===== src/pkg/bus_hold_pkg.sv =====
// Constants and types shared by the bus surrender and wait-state logic.
// Assumes one system clock and a synchronous active-low reset.
// Overview of operation
// External master requests the buses by pulling the active-low hold request low.
// A memory cycle in progress always finishes before the hold state is entered.
// A following memory cycle also finishes; at most three back-to-back cycles.
// In hold, address, data, strobe, cycle enable and direction float; then acknowledge.
// Grant acknowledge is high exactly while in hold with outputs floated.
// Released request ends hold, drops acknowledge, drives outputs, resumes.
// Memory drives ready high to finish next clock, low for more waits.
// Ready low in a memory cycle freezes the core until ready is high.
// Wait indication is high only while stalled by a not-ready memory.
// Ready sampled each clock; data captured on the clock after ready high.
// Hold during a serial bit transfer costs one clock re-driving its address.
// Hold request sampled on the clock; no new memory cycle once hold decided.
// External master drives lines only during acknowledge, releases before dropping request.
`default_nettype none
package bus_hold_pkg;

    localparam int ADDR_W = 15;
    localparam int DATA_W = 16;

    // Longest run of back-to-back memory cycles
    localparam logic [1:0] BURST_MAX = 2'h3;
    localparam logic [1:0] BURST_ONE = 2'h1;
    localparam logic [1:0] BURST_RST = 2'h0;

    // Reset values of the pin registers
    localparam logic [ADDR_W-1:0] ADDR_RST = 15'h0000;
    localparam logic [DATA_W-1:0] DATA_RST = 16'h0000;

    typedef enum logic [2:0] {
        ST_IDLE,
        ST_ADDR,
        ST_WAIT,
        ST_DATA,
        ST_HOLD,
        ST_REDRIVE
    } bus_state_t;

endpackage : bus_hold_pkg
`default_nettype wire


===== src/core/bus_hold_ctrl.sv =====
// Memory cycle sequencer with bus hold surrender and ready wait states.
// Assumes the core offers one cycle at a time by a start strobe while
// accept_out is high, and that memory and external master share clk_in.
`timescale 1ns/1ps
`default_nettype none
module bus_hold_ctrl
    import bus_hold_pkg::*;
(
    input  wire logic              clk_in,
    input  wire logic              rst_n_in,
    input  wire logic              hold_n_in,
    input  wire logic              ready_in,
    input  wire logic              mem_start_in,
    input  wire logic              mem_write_in,
    input  wire logic [ADDR_W-1:0] addr_in,
    input  wire logic [DATA_W-1:0] wdata_in,
    input  wire logic              cru_active_in,
    input  wire logic [DATA_W-1:0] data_in,
    output var  logic              accept_out,
    output var  logic              mem_done_out,
    output var  logic [DATA_W-1:0] rdata_out,
    output var  logic              core_freeze_out,
    output var  logic              cru_redrive_out,
    output var  logic [ADDR_W-1:0] addr_out,
    output var  logic              addr_oe_out,
    output var  logic [DATA_W-1:0] data_out,
    output var  logic              data_oe_out,
    output var  logic              write_strobe_n_out,
    output var  logic              write_strobe_oe_out,
    output var  logic              memory_cycle_enable_n_out,
    output var  logic              memory_cycle_enable_oe_out,
    output var  logic              data_bus_input_dir_out,
    output var  logic              data_bus_input_dir_oe_out,
    output var  logic              bus_grant_ack_out,
    output var  logic              wait_out
);

    bus_state_t  state_ff;
    bus_state_t  nxt_state;
    logic [1:0]  burst_ff;
    logic [1:0]  nxt_burst;
    logic        hold_req;
    logic        start_ok;
    logic        write_ff;
    logic        cru_held_ff;
    logic        nxt_accept;
    logic        in_cycle;

    // Clocked hold request
    hold_sampler u_hold_sampler
    (
        .clk_in       (clk_in),
        .rst_n_in     (rst_n_in),
        .hold_n_in    (hold_n_in),
        .hold_req_out (hold_req)
    );

    // A start counts only while offered
    assign start_ok = mem_start_in && accept_out;

    // Next state and burst length
    always_comb
    begin
        nxt_state = state_ff;
        nxt_burst = burst_ff;
        unique case (state_ff)
            ST_IDLE:
            begin
                // no start after hold
                if (start_ok)
                begin
                    nxt_state = ST_ADDR;
                    nxt_burst = BURST_ONE;
                end
                else if (hold_req)
                    nxt_state = ST_HOLD;
            end
            ST_ADDR:
            begin
                // ready decides wait
                if (ready_in)
                    nxt_state = ST_DATA;
                else
                    nxt_state = ST_WAIT;
            end
            ST_WAIT:
            begin
                // resample each clock
                if (ready_in)
                    nxt_state = ST_DATA;
            end
            ST_DATA:
            begin
                // finish following cycle
                if (start_ok)
                begin
                    nxt_state = ST_ADDR;
                    nxt_burst = burst_ff + BURST_ONE;
                end
                else
                begin
                    nxt_burst = BURST_RST;
                    nxt_state = hold_req ? ST_HOLD : ST_IDLE;
                end
            end
            ST_HOLD:
            begin
                // release of hold
                if (!hold_req)
                    nxt_state = cru_held_ff ? ST_REDRIVE : ST_IDLE;
            end
            ST_REDRIVE:
                nxt_state = ST_IDLE;
        endcase
    end

    // offer a start only in a free slot
    always_comb
    begin
        nxt_accept = 1'b0;
        if (nxt_state == ST_IDLE)
            nxt_accept = !hold_req;
        else if (nxt_state == ST_DATA)
            nxt_accept = (burst_ff < BURST_MAX);
    end

    assign in_cycle = (nxt_state == ST_ADDR) || (nxt_state == ST_WAIT) || (nxt_state == ST_DATA);

    // Sequencer state
    always_ff @(posedge clk_in)
    begin
        if (!rst_n_in)
        begin
            state_ff <= ST_IDLE;
            burst_ff <= BURST_RST;
        end
        else
        begin
            state_ff <= nxt_state;
            burst_ff <= nxt_burst;
        end
    end

    // Cycle attributes and serial-transfer marker
    always_ff @(posedge clk_in)
    begin
        if (!rst_n_in)
        begin
            write_ff    <= 1'b0;
            cru_held_ff <= 1'b0;
        end
        else
        begin
            if (start_ok)
                write_ff <= mem_write_in;
            // remember interrupted transfer
            if (state_ff != ST_HOLD && nxt_state == ST_HOLD)
                cru_held_ff <= cru_active_in;
        end
    end

    // Address and write data pins
    always_ff @(posedge clk_in)
    begin
        if (!rst_n_in)
        begin
            addr_out <= ADDR_RST;
            data_out <= DATA_RST;
        end
        else
        begin
            if (start_ok || nxt_state == ST_REDRIVE)
                addr_out <= addr_in;
            if (start_ok)
                data_out <= wdata_in;
        end
    end

    // float outputs and acknowledge in hold
    always_ff @(posedge clk_in)
    begin
        if (!rst_n_in)
        begin
            addr_oe_out                <= 1'b1;
            write_strobe_oe_out        <= 1'b1;
            memory_cycle_enable_oe_out <= 1'b1;
            data_bus_input_dir_oe_out  <= 1'b1;
            bus_grant_ack_out          <= 1'b0;
        end
        else
        begin
            addr_oe_out                <= nxt_state != ST_HOLD;
            write_strobe_oe_out        <= nxt_state != ST_HOLD;
            memory_cycle_enable_oe_out <= nxt_state != ST_HOLD;
            data_bus_input_dir_oe_out  <= nxt_state != ST_HOLD;
            bus_grant_ack_out          <= nxt_state == ST_HOLD;
        end
    end

    // Memory control pins
    always_ff @(posedge clk_in)
    begin
        if (!rst_n_in)
        begin
            memory_cycle_enable_n_out <= 1'b1;
            data_bus_input_dir_out    <= 1'b0;
            write_strobe_n_out        <= 1'b1;
            data_oe_out               <= 1'b0;
        end
        else
        begin
            memory_cycle_enable_n_out <= !in_cycle;
            data_bus_input_dir_out    <= in_cycle && !(start_ok ? mem_write_in : write_ff);
            write_strobe_n_out        <= !(write_ff && (nxt_state == ST_WAIT
                                                     || nxt_state == ST_DATA));
            data_oe_out               <= in_cycle && (start_ok ? mem_write_in : write_ff);
        end
    end

    // Core side status
    always_ff @(posedge clk_in)
    begin
        if (!rst_n_in)
        begin
            accept_out      <= 1'b0;
            wait_out        <= 1'b0;
            core_freeze_out <= 1'b0;
            cru_redrive_out <= 1'b0;
        end
        else
        begin
            accept_out      <= nxt_accept;
            // wait only for not-ready
            wait_out        <= nxt_state == ST_WAIT;
            // freeze while stalled
            core_freeze_out <= nxt_state == ST_WAIT || nxt_state == ST_HOLD
                            || nxt_state == ST_REDRIVE;
            cru_redrive_out <= nxt_state == ST_REDRIVE;
        end
    end

    // read data taken the clock after ready
    always_ff @(posedge clk_in)
    begin
        if (!rst_n_in)
        begin
            rdata_out    <= DATA_RST;
            mem_done_out <= 1'b0;
        end
        else
        begin
            mem_done_out <= state_ff == ST_DATA;
            if (state_ff == ST_DATA && !write_ff)
                rdata_out <= data_in;
        end
    end
endmodule : bus_hold_ctrl
`default_nettype wire


===== src/core/hold_sampler.sv =====
// Samples the active-low hold request on the system clock.
// Assumes the request is synchronous to clk_in.
`timescale 1ns/1ps
`default_nettype none
module hold_sampler
(
    input  wire logic clk_in,
    input  wire logic rst_n_in,
    input  wire logic hold_n_in,
    output var  logic hold_req_out
);

    // Registered request, active high
    // clocked request sample
    always_ff @(posedge clk_in)
    begin
        if (!rst_n_in)
            hold_req_out <= 1'b0;
        else
            hold_req_out <= !hold_n_in;
    end

endmodule : hold_sampler
`default_nettype wire


===== config.mk =====
export PLATFORM = sky130hd
export DESIGN_NAME = bus_hold_ctrl
export DESIGN_NICKNAME = d
export VERILOG_FILES = /design/src/pkg/bus_hold_pkg.sv /design/src/core/bus_hold_ctrl.sv /design/src/core/hold_sampler.sv
export SDC_FILE = /design/constraint.sdc
export NUM_CORES = 1
export LEC_CHECK = 0
export BUFFER_PORTS_ARGS = -buffer_cell sky130_fd_sc_hd__buf_4
export CAP_MARGIN = 40
export CELL_PAD_IN_SITES_DETAIL_PLACEMENT = 0
export CELL_PAD_IN_SITES_GLOBAL_PLACEMENT = 1
export CORE_UTILIZATION = 30
export DETAILED_ROUTE_END_ITERATION = 6
export HOLD_SLACK_MARGIN = 0.02
export PLACE_DENSITY_LB_ADDON = 0.12
export SLEW_MARGIN = 5
export SYNTH_ARGS = -nofsm -noshare
export SYNTH_HDL_FRONTEND = slang
export SYNTH_SLANG_ARGS = --single-unit

===== constraint.sdc =====
create_clock -name clk_in -period 1.3 [get_ports clk_in]
set_input_delay 0 -clock clk_in [delete_from_list [all_inputs] [get_ports clk_in]]
set_output_delay 0 -clock clk_in [all_outputs]
set_load 0.02 [all_outputs]

== Word level (Yosys, flattened, before mapping) ==
Cells that the tools add are included.

* Word-level logic and storage cells: 71
* Memories: 0
* Input bits: 54
* Bits in read-only memories: 0
* Bits in registers: 66
* Latch bits: 0
* Memory bits (writable): 0

* Multipliers: 0
* Bitwise operators: 0
* Magnitude comparators: 1
* Reduce and logical (&&, ||, !) cells: 22
* Add/subtract/negate cells: 1
* Equality and inequality tests: 13
* Multiplexer cells: 15
* Shift-type cells: 0
* Divide/modulo/power cells: 0

{| class="wikitable"
|+ Operator list
! operator !! count
|-
| 2-to-1 mux 3 bit || 7
|-
| case mux 3 bit (6 select lines) || 1
|-
| equality test 3 x 2 -> 1 bit (second input constant) || 4
|-
| equality test 3 bit (second input constant) || 4
|-
| equality test 3 x 1 -> 1 bit (second input constant) || 2
|-
| logical AND 1 bit || 6
|-
| logical NOT 1 bit || 6
|-
| logical NOT 3 bit || 2
|-
| logical OR 1 bit || 6
|-
| != test 3 bit (second input constant) || 2
|-
| 2-to-1 mux 1 bit || 4
|-
| 2-to-1 mux 2 bit || 2
|-
| case mux 2 bit (2 select lines) || 1
|-
| adder 2 x 1 -> 2 bit (second input constant) || 1
|-
| < comparator 2 bit (second input constant) || 1
|-
| != test 2 bit (second input constant) || 1
|-
| AND reduction 2 bit || 1
|-
| nonzero test 2 bit || 1
|}

== Longest topological paths before layout ==
Gate-level depths: netlist of run 1.

* Depth in word-level cells: 7
* Gate-level depth with buffers: 7

== Cells and area by module ==
A second synthesis of run 1 with hierarchy kept.

* Cells, all modules: 278
* Area, all modules: 2,504.9 µm²

{| class="wikitable"
|+ Modules (own cells, without submodules)
! module !! cells an instance !! area each (µm²) !! instances
|-
| bus_hold_ctrl || 276 || 2,471.1 || 1
|-
| hold_sampler || 2 || 33.8 || 1
|}

== Worst setup path before layout of run 1 ==
OpenSTA, ideal clock, no wires.

* Kind: register to register
* From: register state_ff[1]
* To: register data_bus_input_dir_oe_out
* Path buffers: 1
* Setup time: 0.127 ns
* Clock period less this slack: 1.466 ns
* Cell stages (with the launch flop): 7
* Path slack: -0.166 ns
* Arrival time: 1.339 ns
* Required time: 1.173 ns
* Path through: dfxtp_1 > buf_4 > nor2_2 > o211ai_1 > nand2_1 > nand2_1 > or3_1

* Word-level cells in the longest chain between the ends: 4
* Elaborated cells on any way between the ends: 12
* Those cells by class: 6 x eq/ne; 5 x mux; 1 x reduce/logical

{| class="wikitable"
|+ Ends and longest elaborated chain
! item !! RTL line !! text
|-
| start, declared || bus_hold_ctrl.sv:38 || <nowiki>bus_state_t state_ff;</nowiki>
|-
| start signal, assigned || bus_hold_ctrl.sv:139 || <nowiki>state_ff <= nxt_state;</nowiki>
|-
| 2-to-1 mux 3 bit || bus_hold_ctrl.sv:75 || <nowiki>else if (hold_req)</nowiki>
|-
| 2-to-1 mux 3 bit || bus_hold_ctrl.sv:70 || <nowiki>if (start_ok)</nowiki>
|-
| case mux 3 bit (6 select lines) * || bus_hold_ctrl.sv:66 || <nowiki>unique case (state_ff)</nowiki>
|-
| != test 3 bit * || bus_hold_ctrl.sv:195 || <nowiki>data_bus_input_dir_oe_out <= nxt_state != ST_HOLD;</nowiki>
|-
| end signal, assigned || bus_hold_ctrl.sv:187 || <nowiki>data_bus_input_dir_oe_out <= 1'b1;</nowiki>
|-
| end signal, assigned || bus_hold_ctrl.sv:195 ||
|-
| end, declared || bus_hold_ctrl.sv:33 || <nowiki>output var logic data_bus_input_dir_oe_out,</nowiki>
|}

Mark *: on every way between the ends. The rest lies on a longest branch, timed or not.
A chain may end at the register's enable or synchronous reset.

== Worst setup path in the final report of run 1 ==
* From: register u_hold_sampler.hold_req_out
* To: register core_freeze_out

* Word-level cells in the longest chain between the ends: 6
* Elaborated cells on any way between the ends: 11
* Those cells by class: 3 x eq/ne; 6 x mux; 2 x reduce/logical

{| class="wikitable"
|+ Ends and longest elaborated chain
! item !! RTL line !! text
|-
| start, declared || hold_sampler.sv:10 || <nowiki>output var logic hold_req_out</nowiki>
|-
| start signal, assigned || hold_sampler.sv:20 || <nowiki>hold_req_out <= !hold_n_in;</nowiki>
|-
| 2-to-1 mux 3 bit (on tied branches) || bus_hold_ctrl.sv:75, bus_hold_ctrl.sv:103 ||
|-
| 2-to-1 mux 3 bit (on tied branches) || bus_hold_ctrl.sv:70, bus_hold_ctrl.sv:95 ||
|-
| case mux 3 bit (6 select lines) * || bus_hold_ctrl.sv:66 ||
|-
| equality test 3 x 2 -> 1 bit or equality test 3 bit (tied branches) || bus_hold_ctrl.sv:236 || <nowiki>core_freeze_out <= nxt_state == ST_WAIT || nxt_state == ST_HOLD</nowiki>
|-
| logical OR 1 bit || bus_hold_ctrl.sv:236 ||
|-
| logical OR 1 bit * || bus_hold_ctrl.sv:237 || <nowiki>|| nxt_state == ST_REDRIVE;</nowiki>
|-
| end signal, assigned || bus_hold_ctrl.sv:236 ||
|-
| end, declared || bus_hold_ctrl.sv:22 || <nowiki>output var logic core_freeze_out,</nowiki>
|}

Marked as above.

==> metrics.cfg, run 1 <==
[critical_path]
critical_path_arrival_ps=1800
worstSetupPathType=register to register
worstPathRequired_ps=1580
cp-start-kind=register
critPathMaxFanout=4
critPathCaptureType=register

[global_route]
grt_overflow=0
grt_pass1_wl_microns=11800
antenna_found_initial=0
grt_pass1_vias=2488
grt_start_max_net_pins=54
track_usage_pct=17.5

[synth]
async_flop_share_pct=0
synth_seq_cells=66
synth_edf_count=0
synth_fp_nets=333
yosys-top-cells-area=dfxtp_1 (53%), nand2_1 (11%), a21oi_1 (7.4%), mux2i_1 (6.8%), nor2_1 (3.8%)
yosysWarnings=0
syn-instance-count=278
synth_flop_cell=dfxtp_1
yosys.area.top_type=dfxtp_1
synth.avg_cell_area_sq_um=8.97
synth_area_sq_mm=0.00249
synth_top_area_share_pct=53.0
yosysSeqAreaShare_pct=53.0
ys_types=38

[sta]
grt_setup_unrepaired=true
drv_slew=0
tightest_slew_ps=399
final.min_clock_period_ps=1520
final-setup-viol-count=45
finClkSkew_ps=9.62
relSlewSlack_pct=73.3
hold_violations=0
max_freq_mhz=657
fin_tns_setup_ps=-5460
min_period_over_period_pct=117
setup_ws_ps=-223

[die]
core-area_sq_mm=0.00789
rows=32
num_io_pins=115
die_h_microns=93.2
fp.dieArea_sq_mm=0.00869
die_w_microns=93.2
initial_core_util_pct=31.6

[finish]
final_common_cell=buf_4
nets=530
instances_no_fill=581
fin_util_pct=61.8
area_growth_pct=95.3
fin_area_sq_mm=0.00487
diodes=0
most-common-layout-cells=buf_4 (134), dfxtp_1 (61), dlygate4sd3_1 (51), nand2_1 (41), nor2_1 (22)
nFillCells=652
drive_above_1_share_pct=52.2

[cts]
cts_tree=built
insertion_delay_ps=340
cts-htree-levels=3
path_clk_slew_ps=70
cts_buffer_depth=2
clock-sinks=66
cts-root-buf=clkbuf_8
cts_inserted_buffers=9

[routing]
via_count=2559
vias_per_cell=4.40
drtIter0Drc=57
wl_per_cell_microns=13.3
antenna_left=0
drtPass1Iterations=4
drc_errors=0
routed_wl_microns=7740

[job]
drv_cap=0

[run_status]
status=complete, but fails checks
failed_checks=setup timing

[placement]
place.gp.congestion=0.795
dp.final_hpwl_microns=4420
io_buffer_count=114
placed_area_sq_mm=0.00364
dp_cells=502

[power_and_ir_drop]
peakVddDrop_mv=0.758
p_per_area_mw_per_mm2=1500
p_leak_nw=2.17

[min_path]
worstHoldPathType=input pin to register

[sequential cells by signal (all words and copies together) (netlist names), 2 cells and up]
| signal | cells |
|---|---|
| addr_out | 15 |
| data_out | 16 |
| burst_ff | 2 |
| rdata_out | 16 |
| state_ff | 3 |
[synthesized netlist by cell type, drive strengths merged (2+ instances only)]
cell type / n
and2b: 2
a32o: 2
mux2i: 17
nand2: 70
nor2b: 2
o21ai: 3
nand2b: 3
a21oi: 38
or3: 3
and2: 3
nand3: 2
dfxtp: 66
inv: 5
nor2: 27
buf: 14
clkbuf: 5
nor3: 3
[metrics by stage]
stage / hold slack, ps / power, mW / setup slack [ps]
detailed placement: 159 / 5.09 / -291
CTS: 211 / 6.88 / -197
global route: 250 / 7.71 / -262
global placement: 164 / 5.08 / -228
finish: 210 / 7.30 / -223
floorplan: 72.4 / 4.10 / -130
[power by group]
part | total (mW) | switching (mW) | leakage, nW | internal [mW]
clock network | 1.42 | 0.748 | 0.0827 | 0.669
registers | 2.53 | 0.218 | 0.538 | 2.32
logic | 3.34 | 1.62 | 1.55 | 1.73
total | 7.30 | 2.58 | 2.17 | 4.71
[path summary, 6_finish.rpt]
path / startpoint / to / slack [ps] / cells after the start
worst max-delay path: u_hold_sampler.hold_req_out / core_freeze_out / -220 / 7
worst min-delay path: mem_start_in / cru_held_ff / 210 / 5
worst max register to register: u_hold_sampler.hold_req_out / core_freeze_out / -220 / 7
worst min register to register: data_out[8] / data_out[8] / 460 / 2
[timing repair]
item                                    4_1_cts  5_1_grt
endpoints found under the setup margin       46       45
hold buffers                                 51        0
gates cloned                                  1        2
pin swaps                                    41       29
resized for setup                            55       64
hold endpoints to repair                     58        0
setup buffers                                 2        8
[logic make-up after synthesis]
group,after synthesis,synth area share (%)
buffers and inverters,24,5.27
flip-flops,66,53.0
multiplexers,17,6.82
XOR/XNOR,1,0.652
adder cells (fa/ha/maj),1,0.501
AO/OA/AOI/OAI,51,13.3
AND/OR/NAND/NOR,118,20.5
[layer usage]
metal	wire, microns	GRT usage, %
met1	3330	20.2
met2	3870	30.0
met3	459	6.75
met4	73	5.13
met5	0	0
[final cells by class]
cell class	count	area, sq um	share of cell area, %
repair buffers	205	1810	37.2
multi-input cells	188	1420	29.1
flip-flops and latches	66	1340	27.5
clock buffers	11	131	2.70
well taps	102	128	2.62
inverters	5	26.3	0.539
clock inverters	4	20.0	0.411
[worst max-delay path, stage by stage (launching register included)]
cell	delay (ps)
dfxtp_4	360
buf_6	120
and2_4	150
o221ai_4	200
nand2_2	90
buf_6	140
nor4_2	260
a31o_1	140
(Power assumes the default switching activity.)
==> run 2, diff against run 1 <==
--- a/config.mk
+++ b/config.mk
@@ -9,7 +9,8 @@
 export CAP_MARGIN = 40
 export CELL_PAD_IN_SITES_DETAIL_PLACEMENT = 0
 export CELL_PAD_IN_SITES_GLOBAL_PLACEMENT = 1
-export CORE_UTILIZATION = 30
+export CORE_UTILIZATION = 31
+export CTS_BUF_LIST = sky130_fd_sc_hd__clkbuf_8
 export DETAILED_ROUTE_END_ITERATION = 6
 export HOLD_SLACK_MARGIN = 0.02
 export PLACE_DENSITY_LB_ADDON = 0.12
==> run 2 against run 1 <==
  * The run still ends with setup timing left
  * Hold slack better by 55 ps
  * Flip-flop and latch count unchanged
  * First-iteration DRC count up 51%
  * Clock skew down 3.0 ps
  * Register-to-register slack better by 40 ps
  * Critical endpoint is now accept_out
==> metrics.cfg, run 2 (synthesized netlist as in run 1, its figures left out) <==
[finish]
drive_above_1_share_pct=49.7
diodes=0
area_growth_pct=94.1
final_common_cell=buf_4
nFillCells=638
top_regs=data_out x16, rdata_out x16, addr_out x15
instances_no_fill=587
fin_util_pct=62.3
most-common-layout-cells=buf_4 (141), dfxtp_1 (61), dlygate4sd3_1 (51), nand2_1 (50)
nets=535

[die]
rows=32
num_io_pins=115
initial_core_util_pct=32.1
die_w_microns=91.7
core-area_sq_mm=0.00777
die_h_microns=91.7
fp.dieArea_sq_mm=0.00841

[routing]
routed_wl_microns=7570
via_count=2593
wl_per_cell_microns=12.9
drc_errors=0
drtIter0Drc=86
antenna_left=0
drtPass1Iterations=4
vias_per_cell=4.42

[critical_path]
crit_chain=and2b_4, a21oi_4, a211oi_4, buf_6, or3_1, a21boi_1
critPathBufInv=1
critPathMaxFanout=7
worstSetupPathType=register to register
path_delay_family=simple AND/OR/NAND/NOR gates
cp-start-kind=register
critPathCaptureType=register
r2r-start=u_hold_sampler.hold_req_out
critical_path_arrival_ps=1740
cpPeakStageDelay_ps=380
startpoint=u_hold_sampler.hold_req_out
slowest_stage=dfxtp_4
worstPathRequired_ps=1560

[placement]
dp_cells=504
dp.final_hpwl_microns=4340
io_buffer_count=114
place.gp.congestion=0.762
pre_cts_ws_ps=-284

[min_path]
worstHoldPathType=input pin to register
hp-start=ready_in

[power_and_ir_drop]
p_leak_nw=2.23
peakVddDrop_mv=0.883
p_per_area_mw_per_mm2=1620

[global_route]
grt_pass1_vias=2461
track_usage_pct=17.7
grt_overflow=0
grt_pass1_wl_microns=11700
antenna_found_initial=0
grt_start_max_net_pins=54

[cts]
cts_inserted_buffers=9
insertion_delay_ps=340
cts-htree-levels=3
clock-sinks=66
cts_tree=built
path_clk_slew_ps=80
cts-root-buf=clkbuf_8
cts_buffer_depth=2

[sta]
min_period_over_period_pct=114
relSlewSlack_pct=80.7
holdWs_ps=266
hold_violations=0
tightest_slew_ps=290
fin_tns_setup_ps=-3940
final.min_clock_period_ps=1480
finClkSkew_ps=6.62
grt_setup_unrepaired=true
final-setup-viol-count=41
setup_ws_ps=-182
drv_slew=0
max_freq_mhz=675

[run_status]
status=complete, but fails checks
failed_checks=setup timing

[job]
drv_cap=0

## run 2: changes by cell type in the layout (fill, tap and decap cells not counted), moves of 3 or more
cell,previous run,this run
buf_8,0,3
nand2_1,41,50
nand2_4,19,10
buf_12,5,2
clkinv_2,4,0
a21oi_1,19,22
buf_4,134,141
inv_4,3,0
clkinvlp_4,0,3
## run 2: worst reg2reg max path: stages (launching register included)
cell      delay (ps)
dfxtp_4          380
and2b_4          220
a21oi_4          140
a211oi_4          80
buf_6            130
or3_1            340
a21boi_1         130
## run 2: repair_timing
item | in CTS | in global routing
pin swaps | 14 | 35
buffers inserted | 11 | 3
hold buffers | 51 | 0
setup endpoints to repair | 46 | 48
cloned | 1 | 2
hold endpoints to repair | 58 | 0
resized for setup | 28 | 65
## run 2: worst paths after layout
check | endpoint | slack, ps | cells past startpoint
max | accept_out | -180 | 6
min | bus_grant_ack_out | 270 | 5
max reg2reg | accept_out | -180 | 6
min reg2reg | data_out[7] | 460 | 2
## run 2: stage by stage
step | power (mW) | cell area, sq um
6_report | 7.83 | 4840
5_1_grt | 8.26 | 4840
4_1_cts | 7.48 | 4550
3_5_place_dp | 5.13 | 3650
3_3_place_gp | 5.12 | 3650
2_1_floorplan | 4.10 | 2550
## run 2: power breakdown
part,total (mW),internal (mW),leakage (nW),switching [mW]
logic,3.48,1.86,1.59,1.62
registers,2.51,2.31,0.538,0.197
clock network,1.84,0.997,0.0982,0.841
## run 2: layout make-up
cell class                      instances  area [sq um]  share of cell area, %
Multi-Input combinational cell        188          1330                   27.5
Clock buffer                           11           151                   3.13
Sequential cell                        66          1340                   27.6
Clock inverter                          5          61.3                   1.27
Timing Repair Buffer                  210          1810                   37.5
Tap cell                              102           128                   2.64
Inverter                                5          18.8                  0.388
## run 2: per-layer routing
metal,wire (microns),global-route usage (%)
met5,0,0
met1,3220,22.2
met4,53,6.64
met3,448,4.89
met2,3850,28.8
